--- config.mk ---
export PLATFORM = sky130hd
export DESIGN_NAME = kss_config
export DESIGN_NICKNAME = d
export VERILOG_FILES = /design/src/core/kss_pkg.sv /design/src/core/kss_config.sv /design/src/core/kss_sync.sv
export SDC_FILE = /design/constraint.sdc
export NUM_CORES = 1
export LEC_CHECK = 0
export ABC_AREA = 1
export BUFFER_PORTS_ARGS = -buffer_cell sky130_fd_sc_hd__buf_4
export CAP_MARGIN = 5
export CORE_MARGIN = 1.5
export CORE_UTILIZATION = 57
export DETAILED_ROUTE_END_ITERATION = 16
export PLACE_DENSITY = 0.79
export REMOVE_ABC_BUFFERS = 1
export SLEW_MARGIN = 40
export SYNTH_ARGS = -nofsm -noshare
export SYNTH_HDL_FRONTEND = slang
export SYNTH_SLANG_ARGS = --single-unit
--- constraint.sdc ---
create_clock -name clock -period 8.19 [get_ports clock]
set_clock_uncertainty 0.05 [all_clocks]
set_input_delay 1.638 -clock clock [delete_from_list [all_inputs] [get_ports clock]]
set_output_delay 1.638 -clock clock [all_outputs]
set_load 0.01 [all_outputs]
--- src/core/kss_pkg.sv ---
// Purpose: shared constants for the knock sensor serial configuration block
// Assumes: 8-bit frames, msb first, default command set only
// Notes:   oscillator codes map to kHz; sample rate fixed at 200 kHz
package kss_pkg;
    localparam int          FRAME_BITS   = 8;
    localparam int          CNT_W        = 4;
    localparam int          SAMPLE_KHZ   = 200;
    localparam int          SYNC_STAGES  = 2;
    // opcode prefixes and their widths
    localparam logic [2:0]  OP_PRESC     = 3'h2;   // 010 xxxxx
    localparam logic [6:0]  OP_CHAN      = 7'h70;  // 1110000 x
    localparam logic [1:0]  OP_FREQ      = 2'h0;   // 00 xxxxxx
    localparam logic [1:0]  OP_GAIN      = 2'h2;   // 10 xxxxxx
    localparam logic [2:0]  OP_TC        = 3'h6;   // 110 xxxxx
    localparam logic [7:0]  OP_ADVANCED  = 8'h71;  // 0111 0001
    localparam logic [3:0]  PRESC_MAX    = 4'h8;
    // reset values of the configuration
    localparam logic [5:0]  GAIN_RST     = 6'h00;
    localparam logic [5:0]  FREQ_RST     = 6'h00;
    localparam logic [4:0]  TC_RST       = 5'h00;
    localparam logic [3:0]  PRESC_RST    = 4'h0;
    localparam logic        TRI_RST      = 1'b0;
    localparam logic        CHAN_RST     = 1'b0;

    typedef enum logic [2:0] {
        KSS_IDLE   = 3'b001,
        KSS_SHIFT  = 3'b010,
        KSS_COMMIT = 3'b100
    } kss_state_t;

    // oscillator frequency in kHz for each prescaler code
    function automatic int osc_khz(input logic [3:0] code);
        case (code)
            4'h0:    osc_khz = 4000;
            4'h1:    osc_khz = 5000;
            4'h2:    osc_khz = 6000;
            4'h3:    osc_khz = 8000;
            4'h4:    osc_khz = 10000;
            4'h5:    osc_khz = 12000;
            4'h6:    osc_khz = 16000;
            4'h7:    osc_khz = 20000;
            default: osc_khz = 24000;
        endcase
    endfunction
endpackage

--- src/core/kss_config.sv ---
// Purpose: serial configuration port and digital knock processing chain
// Assumes: pins sampled on clock; reset stands for power-up
// Notes:   advanced command set not implemented, only its entry
`timescale 1ns/1ps
module kss_config #(
    parameter int SAMPLE_W = 10,
    parameter int ACC_W    = 32
) (
    input  wire logic                clock,
    input  wire logic                rstn,
    input  wire logic                chip_select_n,
    input  wire logic                sclk,
    input  wire logic                sdi,
    input  wire logic                int_hold,
    input  wire logic                test_n,
    input  wire logic                oscillator_input,
    input  wire logic [SAMPLE_W-1:0] sensor_one_positive_input,
    input  wire logic [SAMPLE_W-1:0] sensor_two_positive_input,
    output logic                     sdo_q,
    output logic                     sdo_oe_q,
    output logic      [5:0]          gain_q,
    output logic      [5:0]          freq_q,
    output logic      [4:0]          tc_q,
    output logic      [3:0]          presc_q,
    output logic                     chan_q,
    output logic                     advanced_q,
    output logic                     test_mode_q,
    output logic                     sample_tick_q,
    output logic      [9:0]          dac_q
);
    initial begin
        if (SAMPLE_W < 2 || ACC_W < SAMPLE_W + 16 || ACC_W > 48) begin
            $error("kss_config: unsupported sample or accumulator width");
        end
    end

    localparam int DAC_W = 10;

    logic [2:0]                 pins_s;
    logic                       cs_s;
    logic                       sclk_s;
    logic                       sdi_s;
    logic                       cs_d;
    logic                       sclk_d;
    logic                       cs_fall;
    logic                       cs_rise;
    logic                       sclk_fall;
    kss_pkg::kss_state_t        st_q;
    logic [kss_pkg::CNT_W-1:0]  bit_cnt_q;
    logic [7:0]                 shift_q;
    logic [7:0]                 latch_q;
    logic                       blocked_q;
    logic                       frame_ok;
    logic [7:0]                 div_cnt_q;
    logic [7:0]                 div_max;
    logic                       osc_d;
    logic                       int_d;
    logic [SAMPLE_W-1:0]        smp;
    logic [SAMPLE_W-1:0]        mag;
    logic [ACC_W-1:0]           acc_q;
    logic [ACC_W-1:0]           scaled;

    // select, clock and data pins into the clock domain before their edge detection
    kss_sync #(
        .WIDTH  (3),
        .STAGES (kss_pkg::SYNC_STAGES)
    ) u_sync (
        .clock   (clock),
        .rstn    (rstn),
        .rst_val (3'h5), // select high, clock low, data high: idle pins
        .din     ({chip_select_n, sclk, sdi}),
        .dout    (pins_s)
    );

    assign cs_s   = pins_s[2];
    assign sclk_s = pins_s[1];
    assign sdi_s  = pins_s[0];

    // delayed copies for edge detection
    always_ff @(posedge clock) begin
        if (!rstn) begin
            cs_d   <= 1'b1;
            sclk_d <= 1'b0;
            osc_d  <= 1'b0;
            int_d  <= 1'b0;
        end else begin
            cs_d   <= cs_s;
            sclk_d <= sclk_s;
            osc_d  <= oscillator_input;
            int_d  <= int_hold;
        end
    end

    assign cs_fall   = cs_d & ~cs_s;
    assign cs_rise   = ~cs_d & cs_s;
    assign sclk_fall = sclk_d & ~sclk_s;
    assign frame_ok  = (bit_cnt_q == 4'(kss_pkg::FRAME_BITS)) && !blocked_q;

    // frame sequencer
    always_ff @(posedge clock) begin
        if (!rstn) begin
            st_q <= kss_pkg::KSS_IDLE;
        end else begin
            unique case (st_q)
                kss_pkg::KSS_IDLE: begin
                    if (cs_fall) begin
                        st_q <= kss_pkg::KSS_SHIFT;
                    end
                end
                kss_pkg::KSS_SHIFT: begin
                    if (cs_rise) begin
                        st_q <= frame_ok ? kss_pkg::KSS_COMMIT : kss_pkg::KSS_IDLE;
                    end
                end
                kss_pkg::KSS_COMMIT: begin
                    st_q <= kss_pkg::KSS_IDLE;
                end
                default: begin
                    st_q <= kss_pkg::KSS_IDLE;
                end
            endcase
        end
    end

    // bit counter saturates above eight, shifter takes msb first
    always_ff @(posedge clock) begin
        if (!rstn) begin
            bit_cnt_q <= '0;
            shift_q   <= 8'h00;
        end else if (st_q == kss_pkg::KSS_IDLE) begin
            bit_cnt_q <= '0;
        end else if (st_q == kss_pkg::KSS_SHIFT && sclk_fall) begin
            shift_q <= {shift_q[6:0], sdi_s};
            if (bit_cnt_q <= 4'(kss_pkg::FRAME_BITS)) begin
                bit_cnt_q <= bit_cnt_q + 4'h1;
            end
        end
    end

    // frame blocked by integrate mode or test mode at any point
    always_ff @(posedge clock) begin
        if (!rstn) begin
            blocked_q <= 1'b0;
        end else if (st_q == kss_pkg::KSS_IDLE) begin
            blocked_q <= int_hold | ~test_n;
        end else if (int_hold || !test_n) begin
            blocked_q <= 1'b1;
        end
    end

    // holding latch loads on a valid select rise
    always_ff @(posedge clock) begin
        if (!rstn) begin
            latch_q <= 8'h00;
        end else if (st_q == kss_pkg::KSS_SHIFT && cs_rise && frame_ok) begin
            latch_q <= shift_q;
        end
    end

    // command decode into configuration
    always_ff @(posedge clock) begin
        if (!rstn) begin
            gain_q     <= kss_pkg::GAIN_RST;
            freq_q     <= kss_pkg::FREQ_RST;
            tc_q       <= kss_pkg::TC_RST;
            presc_q    <= kss_pkg::PRESC_RST;
            chan_q     <= kss_pkg::CHAN_RST;
            advanced_q <= 1'b0;
        end else if (st_q == kss_pkg::KSS_COMMIT && !advanced_q) begin
            if (latch_q == kss_pkg::OP_ADVANCED) begin
                advanced_q <= 1'b1;
            end else if (latch_q[7:5] == kss_pkg::OP_PRESC) begin
                if (latch_q[4:1] <= kss_pkg::PRESC_MAX) begin
                    presc_q <= latch_q[4:1];
                end
            end else if (latch_q[7:1] == kss_pkg::OP_CHAN) begin
                chan_q <= latch_q[0];
            end else if (latch_q[7:6] == kss_pkg::OP_FREQ) begin
                freq_q <= latch_q[5:0];
            end else if (latch_q[7:6] == kss_pkg::OP_GAIN) begin
                gain_q <= latch_q[5:0];
            end else if (latch_q[7:5] == kss_pkg::OP_TC) begin
                tc_q <= latch_q[4:0];
            end
        end
    end

    // tri-state bit from the prescaler command
    logic tri_q;
    always_ff @(posedge clock) begin
        if (!rstn) begin
            tri_q <= kss_pkg::TRI_RST;
        end else if (st_q == kss_pkg::KSS_COMMIT && !advanced_q
                     && latch_q[7:5] == kss_pkg::OP_PRESC
                     && latch_q[4:1] <= kss_pkg::PRESC_MAX) begin
            tri_q <= latch_q[0];
        end
    end

    // serial output: echo in default mode, enable from select and tri-state
    always_ff @(posedge clock) begin
        if (!rstn) begin
            sdo_oe_q <= 1'b0;
        end else begin
            sdo_oe_q <= !cs_s && !tri_q;
        end
    end

    logic sdo_d;
    assign sdo_d = advanced_q ? 1'b0 : sdi_s;

    // test mode status, registered
    always_ff @(posedge clock) begin
        if (!rstn) begin
            test_mode_q <= 1'b0;
        end else begin
            test_mode_q <= ~test_n;
        end
    end

    // prescaler on oscillator edges makes the sampling tick
    assign div_max = 8'(kss_pkg::osc_khz(presc_q) / kss_pkg::SAMPLE_KHZ - 1);

    always_ff @(posedge clock) begin
        if (!rstn) begin
            div_cnt_q     <= 8'h00;
            sample_tick_q <= 1'b0;
        end else begin
            sample_tick_q <= 1'b0;
            if (oscillator_input && !osc_d) begin
                if (div_cnt_q >= div_max) begin
                    div_cnt_q     <= 8'h00;
                    sample_tick_q <= 1'b1;
                end else begin
                    div_cnt_q <= div_cnt_q + 8'h01;
                end
            end
        end
    end

    // channel mux and full-wave rectification of signed samples
    assign smp = chan_q ? sensor_two_positive_input : sensor_one_positive_input;
    assign mag = smp[SAMPLE_W-1] ? SAMPLE_W'(-smp) : smp;

    // integrator: clear at window start, accumulate while integrating
    always_ff @(posedge clock) begin
        if (!rstn) begin
            acc_q <= '0;
        end else if (int_hold && !int_d) begin
            acc_q <= '0;
        end else if (int_hold && sample_tick_q) begin
            acc_q <= acc_q + ACC_W'(mag) * ACC_W'(7'(gain_q) + 7'h01);
        end
    end

    // scale by time constant and clamp to converter range
    assign scaled = acc_q >> tc_q;

    always_ff @(posedge clock) begin
        if (!rstn) begin
            dac_q <= 10'h000;
        end else if (!int_hold) begin
            dac_q <= (scaled > ACC_W'(10'h3FF)) ? 10'h3FF : scaled[DAC_W-1:0];
        end
    end

    // echo register, resets to the data line's pull-up level
    always_ff @(posedge clock) begin
        if (!rstn) begin
            sdo_q <= 1'b1;
        end else begin
            sdo_q <= sdo_d;
        end
    end

    property p_oe_off;
        @(posedge clock) disable iff (!rstn)
        sdo_oe_q |-> !$past(cs_s) && !$past(tri_q);
    endproperty
    a_oe_off: assert property (p_oe_off) else $error("output enabled while deselected");

    property p_tri;
        @(posedge clock) disable iff (!rstn)
        tri_q && $past(tri_q) |-> !sdo_oe_q;
    endproperty
    a_tri: assert property (p_tri) else $error("tri-state did not win");

    property p_echo;
        @(posedge clock) disable iff (!rstn)
        !advanced_q ##1 !advanced_q |-> sdo_q == $past(sdi_s);
    endproperty
    a_echo: assert property (p_echo) else $error("echo mismatch");

    property p_shift;
        @(posedge clock) disable iff (!rstn)
        st_q == kss_pkg::KSS_SHIFT && sclk_fall |=> shift_q[0] == $past(sdi_s);
    endproperty
    a_shift: assert property (p_shift) else $error("bit not shifted in");

    property p_discard;
        @(posedge clock) disable iff (!rstn)
        st_q == kss_pkg::KSS_SHIFT && cs_rise && bit_cnt_q != 4'h8
        |=> st_q == kss_pkg::KSS_IDLE ##1 $stable(gain_q) && $stable(tc_q);
    endproperty
    a_discard: assert property (p_discard) else $error("bad frame applied");

    property p_latch;
        @(posedge clock) disable iff (!rstn)
        st_q == kss_pkg::KSS_SHIFT && cs_rise && frame_ok
        |=> st_q == kss_pkg::KSS_COMMIT && latch_q == $past(shift_q);
    endproperty
    a_latch: assert property (p_latch) else $error("latch not loaded");

    property p_block;
        @(posedge clock) disable iff (!rstn)
        st_q == kss_pkg::KSS_SHIFT && (int_hold || !test_n) |=> blocked_q;
    endproperty
    a_block: assert property (p_block) else $error("frame not blocked");

    property p_clear;
        @(posedge clock) disable iff (!rstn)
        $rose(int_hold) |=> acc_q == '0;
    endproperty
    a_clear: assert property (p_clear) else $error("integrator not cleared");

    property p_adv;
        @(posedge clock) disable iff (!rstn)
        advanced_q |=> advanced_q [*2];
    endproperty
    a_adv: assert property (p_adv) else $error("advanced mode left");

    property p_tick;
        @(posedge clock) disable iff (!rstn)
        sample_tick_q |=> !sample_tick_q [*3];
    endproperty
    a_tick: assert property (p_tick) else $error("tick too frequent");
endmodule // kss_config

--- src/core/kss_sync.sv ---
// Purpose: multi-stage synchroniser for a vector of level inputs
// Assumes: each bit is an independent level
// Notes:   only the last stage may be read outside
`timescale 1ns/1ps
module kss_sync #(
    parameter int WIDTH  = 3,
    parameter int STAGES = 2
) (
    input  wire logic             clock,
    input  wire logic             rstn,
    input  wire logic [WIDTH-1:0] rst_val,
    input  wire logic [WIDTH-1:0] din,
    output logic      [WIDTH-1:0] dout
);
    initial begin
        if (STAGES < 2 || WIDTH < 1) begin
            $error("kss_sync: needs at least two stages");
        end
    end

    logic [WIDTH-1:0] stage_q [STAGES];

    // stage chain, first stage only feeds the second
    genvar g;
    for (g = 0; g < STAGES; g++) begin : g_stage
        always_ff @(posedge clock) begin
            if (!rstn) begin
                stage_q[g] <= rst_val;
            end else begin
                stage_q[g] <= (g == 0) ? din : stage_q[(g == 0) ? 0 : g-1];
            end
        end
    end

    // only the last stage leaves the module
    assign dout = stage_q[STAGES-1];
endmodule // kss_sync

==> results of run 1 <==
## routing by layer
layer / wire length [um] / up-vias / share of wire, %
met3: 1270 / 37 / 5.2
met1: 11200 / 4460 / 46
met4: 357 / 0 / 1.5
li1: - / 4904 / -
met2: 11600 / 266 / 47
met5: 0 / - / 0
## through the flow
stage	total power (uW)	hold slack, ns	worst slack (ns)
2_1_floorplan	686	0.336	0.136
3_3_place_gp	723	0.346	0.0622
3_5_place_dp	726	0.352	-0.249
4_1_cts	1460	0.367	0.164
5_1_grt	1510	0.373	0.0296
6_report	1460	0.364	0.515
## cell type report
class,count,area [sq um]
Multi-Input combinational cell,1057,6870
Clock inverter,12,138
Timing Repair Buffer,76,571
Clock buffer,20,457
Sequential cell,123,2460
Tap cell,229,287
Fill cell,1532,6130
Inverter,263,988
## worst max-delay path, delay by kind of cell
kind            cells  cell delay, ns
simple gates       18            2.03
buf+inv             7            0.65
compound gates     10            1.28
fa+ha+maj           5            2.33
## cell usage after synthesis, types with 14 or more instances
| cell | count |
|---|---|
| nor2_1 | 126 |
| nand2_1 | 273 |
| nand4_1 | 31 |
| fa_1 | 54 |
| ha_1 | 62 |
| o21a_1 | 14 |
| o21ai_0 | 168 |
| dfxtp_1 | 123 |
| nand2_2 | 22 |
| inv_1 | 247 |
| nand3_1 | 47 |
| a21oi_1 | 99 |
| mux2i_1 | 19 |
| xor2_1 | 25 |
| clkbuf_1 | 36 |
## power by group
| part | internal, uW | switching, uW | total [uW] |
|---|---|---|---|
| clock network | 466 | 279 | 746 |
| registers | 608 | 5.19 | 613 |
| logic | 40.4 | 64.9 | 105 |
| total | 1110 | 350 | 1460 |
## what timing repair did
| item | in CTS | in global routing |
|---|---|---|
| endpoints found under the hold margin | 0 | 0 |
| hold buffers | 0 | 0 |
| setup endpoints to repair | 0 | 6 |
| gates resized for setup | 0 | 24 |
| buffers inserted | 0 | 1 |
## sequential cells by signal (all words and copies together), names as in the netlist, 3 cells and up, named ones only
register,cells
acc_q,32
dac_q,10
div_cnt_q,8
latch_q,8
shift_q,8
freq_q,6
gain_q,6
u_sync.stage_q,6
tc_q,5
bit_cnt_q,4
presc_q,4
st_q,3
## kinds of logic after synthesis
| group | after synthesis | synth area share [%] |
|---|---|---|
| buffers and inverters | 308 | 11.3 |
| DFF | 123 | 23.7 |
| adders and majority gates | 116 | 17.8 |
| and+or+nand+nor | 571 | 26.0 |
| xor gates and xnor gates | 33 | 2.85 |
| AOI/OAI and AO/OA | 318 | 16.6 |
| muxes | 19 | 1.83 |
## how the worst max path moves through the flow
stage / start / endpoint / cells past startpoint
after floorplan: sensor_one_positive_input[9] / acc_q[30] / 35
after global placement: sensor_two_positive_input[3] / acc_q[31] / 39
after detailed placement: sensor_two_positive_input[3] / acc_q[31] / 39
after CTS: sensor_two_positive_input[3] / acc_q[31] / 39
after global routing: sensor_two_positive_input[4] / acc_q[30] / 43
final: sensor_two_positive_input[4] / acc_q[30] / 40
==> results.json, run 1 <==
{
  "r2r_slack_ns": 0.85,
  "period_share_pct": 93.7,
  "reg2reg_from": "chan_q",
  "clockBufferDepth": 2,
  "wl_per_cell_um": 13.7,
  "avgSynthCellArea_sq_um": 6.99,
  "crit_arrival_ns": 7.94,
  "final_util_pct": 65.7,
  "grtUsageMet3_pct": 4.95,
  "grtUsageMet1_pct": 35.4,
  "ant_nets": 0,
  "critPathMaxStageDelay_ns": 0.51,
  "grt_pass1_vias": 9042,
  "run_status": "completed",
  "hold_start": "u_sync.stage_q[0][0]",
  "final_area_sq_um": 11800,
  "regToRegEndpoint": "acc_q[30]",
  "placed_cells": 1747,
  "fin_setup_tns_ns": 0,
  "rsz0062_at_grt": "no",
  "drive_gt1_share_pct": 13.2,
  "synth-edff-count": 0,
  "syn-instance-count": 1488,
  "path_common_cell": "nand2_1",
  "synth.area.top_cells": "dfxtp_1 (24%), fa_1 (10%), nand2_1 (9.9%)",
  "r2r_cells": 40,
  "cts_htree_levels": 4,
  "placed_cell_area_sq_um": 11100,
  "yosys.area.top_type_share_pct": 23.7,
  "die_w_um": 138,
  "use_met2_pct": 42.6,
  "worstSetupEndpointType": "register",
  "setup_violations": 0,
  "worst_ep_required_time_ns": 8.45,
  "dieHeight_um": 138,
  "top_level_ports": 65,
  "final_cell_mix": "nand2_1 (270), inv_1 (244), o21ai_0 (161), nor2_1 (123), dfxtp_1 (122)",
  "clkSinkCount": 123,
  "synth_cell_type_count": 56,
  "routed_wl_um": 24400,
  "clkTransAtPathRegs_ns": 0.06,
  "gp_congestion": 0.896,
  "num_antenna_cells": 0,
  "async_flop_share_pct": 0,
  "cts_buffers": 17,
  "crit_slowest_cell": "fa_1",
  "grt_pass1_wl_um": 41800,
  "finalNetCount": 1682,
  "io_buffers": 64,
  "worst_ir_drop_vdd_v": 0.000160,
  "ys_seq_area_share_pct": 23.7,
  "power_density_nw_per_um2": 124,
  "grt.total_usage_pct": 25.9,
  "hold_path_class": "register to register",
  "area_growth_syn_to_layout_pct": 13.1,
  "die_area_sq_um": 19100,
  "drc": 0,
  "coreArea_sq_um": 17900,
  "initial_core_util_pct": 58.1,
  "dp_hpwl_um": 18500,
  "holdPathStages": 1,
  "p_leak_uw": 0.00574,
  "cts-root-buf": "clkbuf_16",
  "netlist_area_sq_um": 10400,
  "dr.pass1.iters": 5,
  "tightest_slew_ns": 0.717,
  "grt_max_degree": 67,
  "final_cells": 1780,
  "hold_end": "u_sync.stage_q[1][0]",
  "start_kind": "input pin",
  "layout_commonest_cell": "nand2_1",
  "ys_warn_count": 0,
  "antenna_found_initial": 0,
  "ys_ff_latch": 123,
  "cts_tree": "built",
  "vias": 9667,
  "crit_type": "input pin to register",
  "grt_busiest_layer": "met2",
  "cp_max_fo": 4,
  "timing.max_cap.violations": 0,
  "clk_latency_ns": 0.42,
  "finalHoldViolations": 0,
  "row_count": 49,
  "via_per_inst": 5.43,
  "slew_viol_final": 0,
  "ys.flop_type": "dfxtp_1",
  "dr.first_iter.drc_count": 523,
  "gr-total-overflow": 0,
  "relSlewSlack_pct": 51.8,
  "period_needed_ns": 7.68,
  "synth_top_cell_by_area": "dfxtp_1",
  "fmax_mhz": 130
}
Note: power is estimated with default switching activity, not from simulation.
==> run 2: changes to the inputs <==
MAX_ROUTING_LAYER = met4   (was unset)
==> run 2 against run 1 <==
  * First-iteration DRC count up 12%
  * Final cell count unchanged
  * Worst setup slack worse by 0.17 ns
  * Global-route usage up 0.43 points
  * Via count down 0.14%
  * Clock-buffer cell count down 2
  * Clock power up 1%
  * Final area down 0.21%
  * Maximum frequency down 2.2%
  * Register-to-register slack worse by 0.13 ns
  * Combinational power about the same
  * Non-clock buffer count unchanged
  * Critical path type unchanged
==> results.json, run 2 (synthesis results as in run 1) <==
{
  "run_status": "completed",
  "ant_nets": 0,
  "slew_viol_final": 0,
  "placed_cell_area_sq_um": 11100,
  "p_sw_share_pct": 24.6,
  "cts_tree": "built",
  "regToRegEndpoint": "acc_q[30]",
  "grt_pass1_wl_um": 41400,
  "gr-total-overflow": 0,
  "grt_busiest_layer": "met2",
  "wl_per_cell_um": 13.8,
  "comb_power_share_pct": 7.1,
  "power_density_nw_per_um2": 126,
  "critPathMaxStageDelay_ns": 0.56,
  "timing.max_cap.violations": 0,
  "crit_type": "input pin to register",
  "clk_latency_ns": 0.41,
  "relSlewSlack_pct": 43.5,
  "final_cell_mix": "nand2_1 (272), inv_1 (247), o21ai_0 (163), nor2_1 (126), dfxtp_1 (122)",
  "crit_slowest_cell": "fa_1",
  "holdPathStages": 1,
  "cts-root-buf": "clkbuf_16",
  "grt.total_usage_pct": 26.3,
  "period_share_pct": 95.8,
  "top_level_ports": 65,
  "dr.first_iter.drc_count": 586,
  "dr.pass1.iters": 8,
  "regMostFlops": "acc_q",
  "coreArea_sq_um": 17900,
  "fillCellCount": 1565,
  "clkPwrFrac_pct": 51.3,
  "final_area_sq_um": 11700,
  "tightest_slew_ns": 0.839,
  "vias": 9653,
  "netSwitchingPower_uw": 363,
  "initial_core_util_pct": 58.1,
  "top_regs": "acc_q (32), dac_q (10)",
  "drc": 0,
  "largest_reg_flops": 32,
  "multi_input_area_sq_um": 6840,
  "dieHeight_um": 138,
  "reg2reg_from": "chan_q",
  "p_int_uw": 1110,
  "cts_htree_levels": 4,
  "finalHoldViolations": 0,
  "num_antenna_cells": 0,
  "hold_path_class": "register to register",
  "row_count": 49,
  "via_per_inst": 5.42,
  "gp_congestion": 0.904,
  "die_area_sq_um": 19100,
  "r2r_cells": 43,
  "clkTransAtPathRegs_ns": 0.06,
  "fmax_mhz": 127,
  "pwr-share-seq_pct": 41.6,
  "start_kind": "input pin",
  "grt_pass1_vias": 9039,
  "period_needed_ns": 7.85,
  "cp_max_fo": 4,
  "crit_arrival_ns": 8.09,
  "crit_buf_inv": 8,
  "die_w_um": 138,
  "hold_end": "u_sync.stage_q[1][0]",
  "antenna_found_initial": 0,
  "worst_ir_drop_vdd_v": 0.000131,
  "p_leak_uw": 0.00575,
  "layout_commonest_cell": "nand2_1",
  "setup_violations": 0,
  "grtUsageMet1_pct": 34.2,
  "grtUsageMet3_pct": 3.81,
  "placed_cells": 1746,
  "use_met2_pct": 42.9,
  "routed_wl_um": 24500,
  "clockBufferDepth": 2,
  "worst_ep_required_time_ns": 8.43,
  "final_cells": 1780,
  "area_growth_syn_to_layout_pct": 12.9,
  "path_common_cell": "nand2_1",
  "dp_hpwl_um": 18700,
  "finalNetCount": 1682,
  "grt_max_degree": 60,
  "path_delay_family": "adder cells",
  "regArea_sq_um": 2460,
  "worstSetupEndpointType": "register",
  "clkSinkCount": 123,
  "r2r_slack_ns": 0.72,
  "cts_buffers": 17,
  "drive_gt1_share_pct": 12.6,
  "hold_buffers": 0,
  "hold_start": "u_sync.stage_q[0][0]",
  "io_buffers": 64
}
[run 2: changes by cell type in the layout (fill, tap and decap cells not counted), sizes merged]
cell and delta:
clkbuf -2, clkinv -1, clkinvlp -1, inv +4
[run 2: worst max-delay path by stage]
| stage | start | slack (ns) | cells past startpoint | end |
|---|---|---|---|---|
| after global routing | sensor_two_positive_input[3] | -0.17 | 40 | acc_q[30] |
| after global placement | sensor_two_positive_input[3] | 0.05 | 39 | acc_q[31] |
| after floorplan | sensor_one_positive_input[9] | 0.14 | 35 | acc_q[30] |
| final | sensor_two_positive_input[3] | 0.34 | 43 | acc_q[30] |
| after detailed placement | sensor_two_positive_input[3] | -0.14 | 39 | acc_q[31] |
| after CTS | sensor_two_positive_input[3] | 0.26 | 39 | acc_q[31] |
[run 2: layer usage]
metal | wire, um | vias to the layer above
li1 | - | 4916
met2 | 11600 | 260
met4 | 494 | 0
met1 | 11400 | 4426
met3 | 1090 | 51
met5 | 0 | -
[run 2: timing repair]
item,CTS,global route
buffers inserted,0,2
endpoints found under the setup margin,0,6
gates resized for setup,0,12
[run 2: stage by stage]
stage	setup slack [ns]	hold slack [ns]	TNS, ns	power (uW)	util, %
after floorplan	0.136	0.336	0	686	-
after global placement	0.0464	0.347	0	723	61.8
after detailed placement	-0.140	0.353	-0.303	726	61.8
after CTS	0.259	0.369	0	1480	65.2
after global routing	-0.168	0.383	-0.172	1520	65.6
final	0.340	0.368	0	1470	65.6
[run 2: power groups by stage]
stage | clock network [uW] | registers (uW) | logic (uW)
finish | 756 | 613 | 105
floorplan | 0 | 626 | 60.3
global placement | 0 | 626 | 97.5
global route | 787 | 614 | 117
CTS | 761 | 613 | 102
detailed placement | 0 | 626 | 100
[run 2: worst register-to-register path, delay by kind of cell (launching register included)]
family          cells  cell delay [ns]
buf+inv             8             0.87
fa+ha+maj           5             2.37
flops               1             0.61
compound gates      9             1.26
simple gates       21             2.19
[run 2: final cells by class]
type                    count  share of cell area, %
multi-input cells        1057                   58.2
clock inverters            14                   1.35
well taps                 229                   2.44
inverters                 263                   8.42
clock buffers              18                   3.74
flip-flops and latches    123                   21.0
repair buffers             76                   4.86
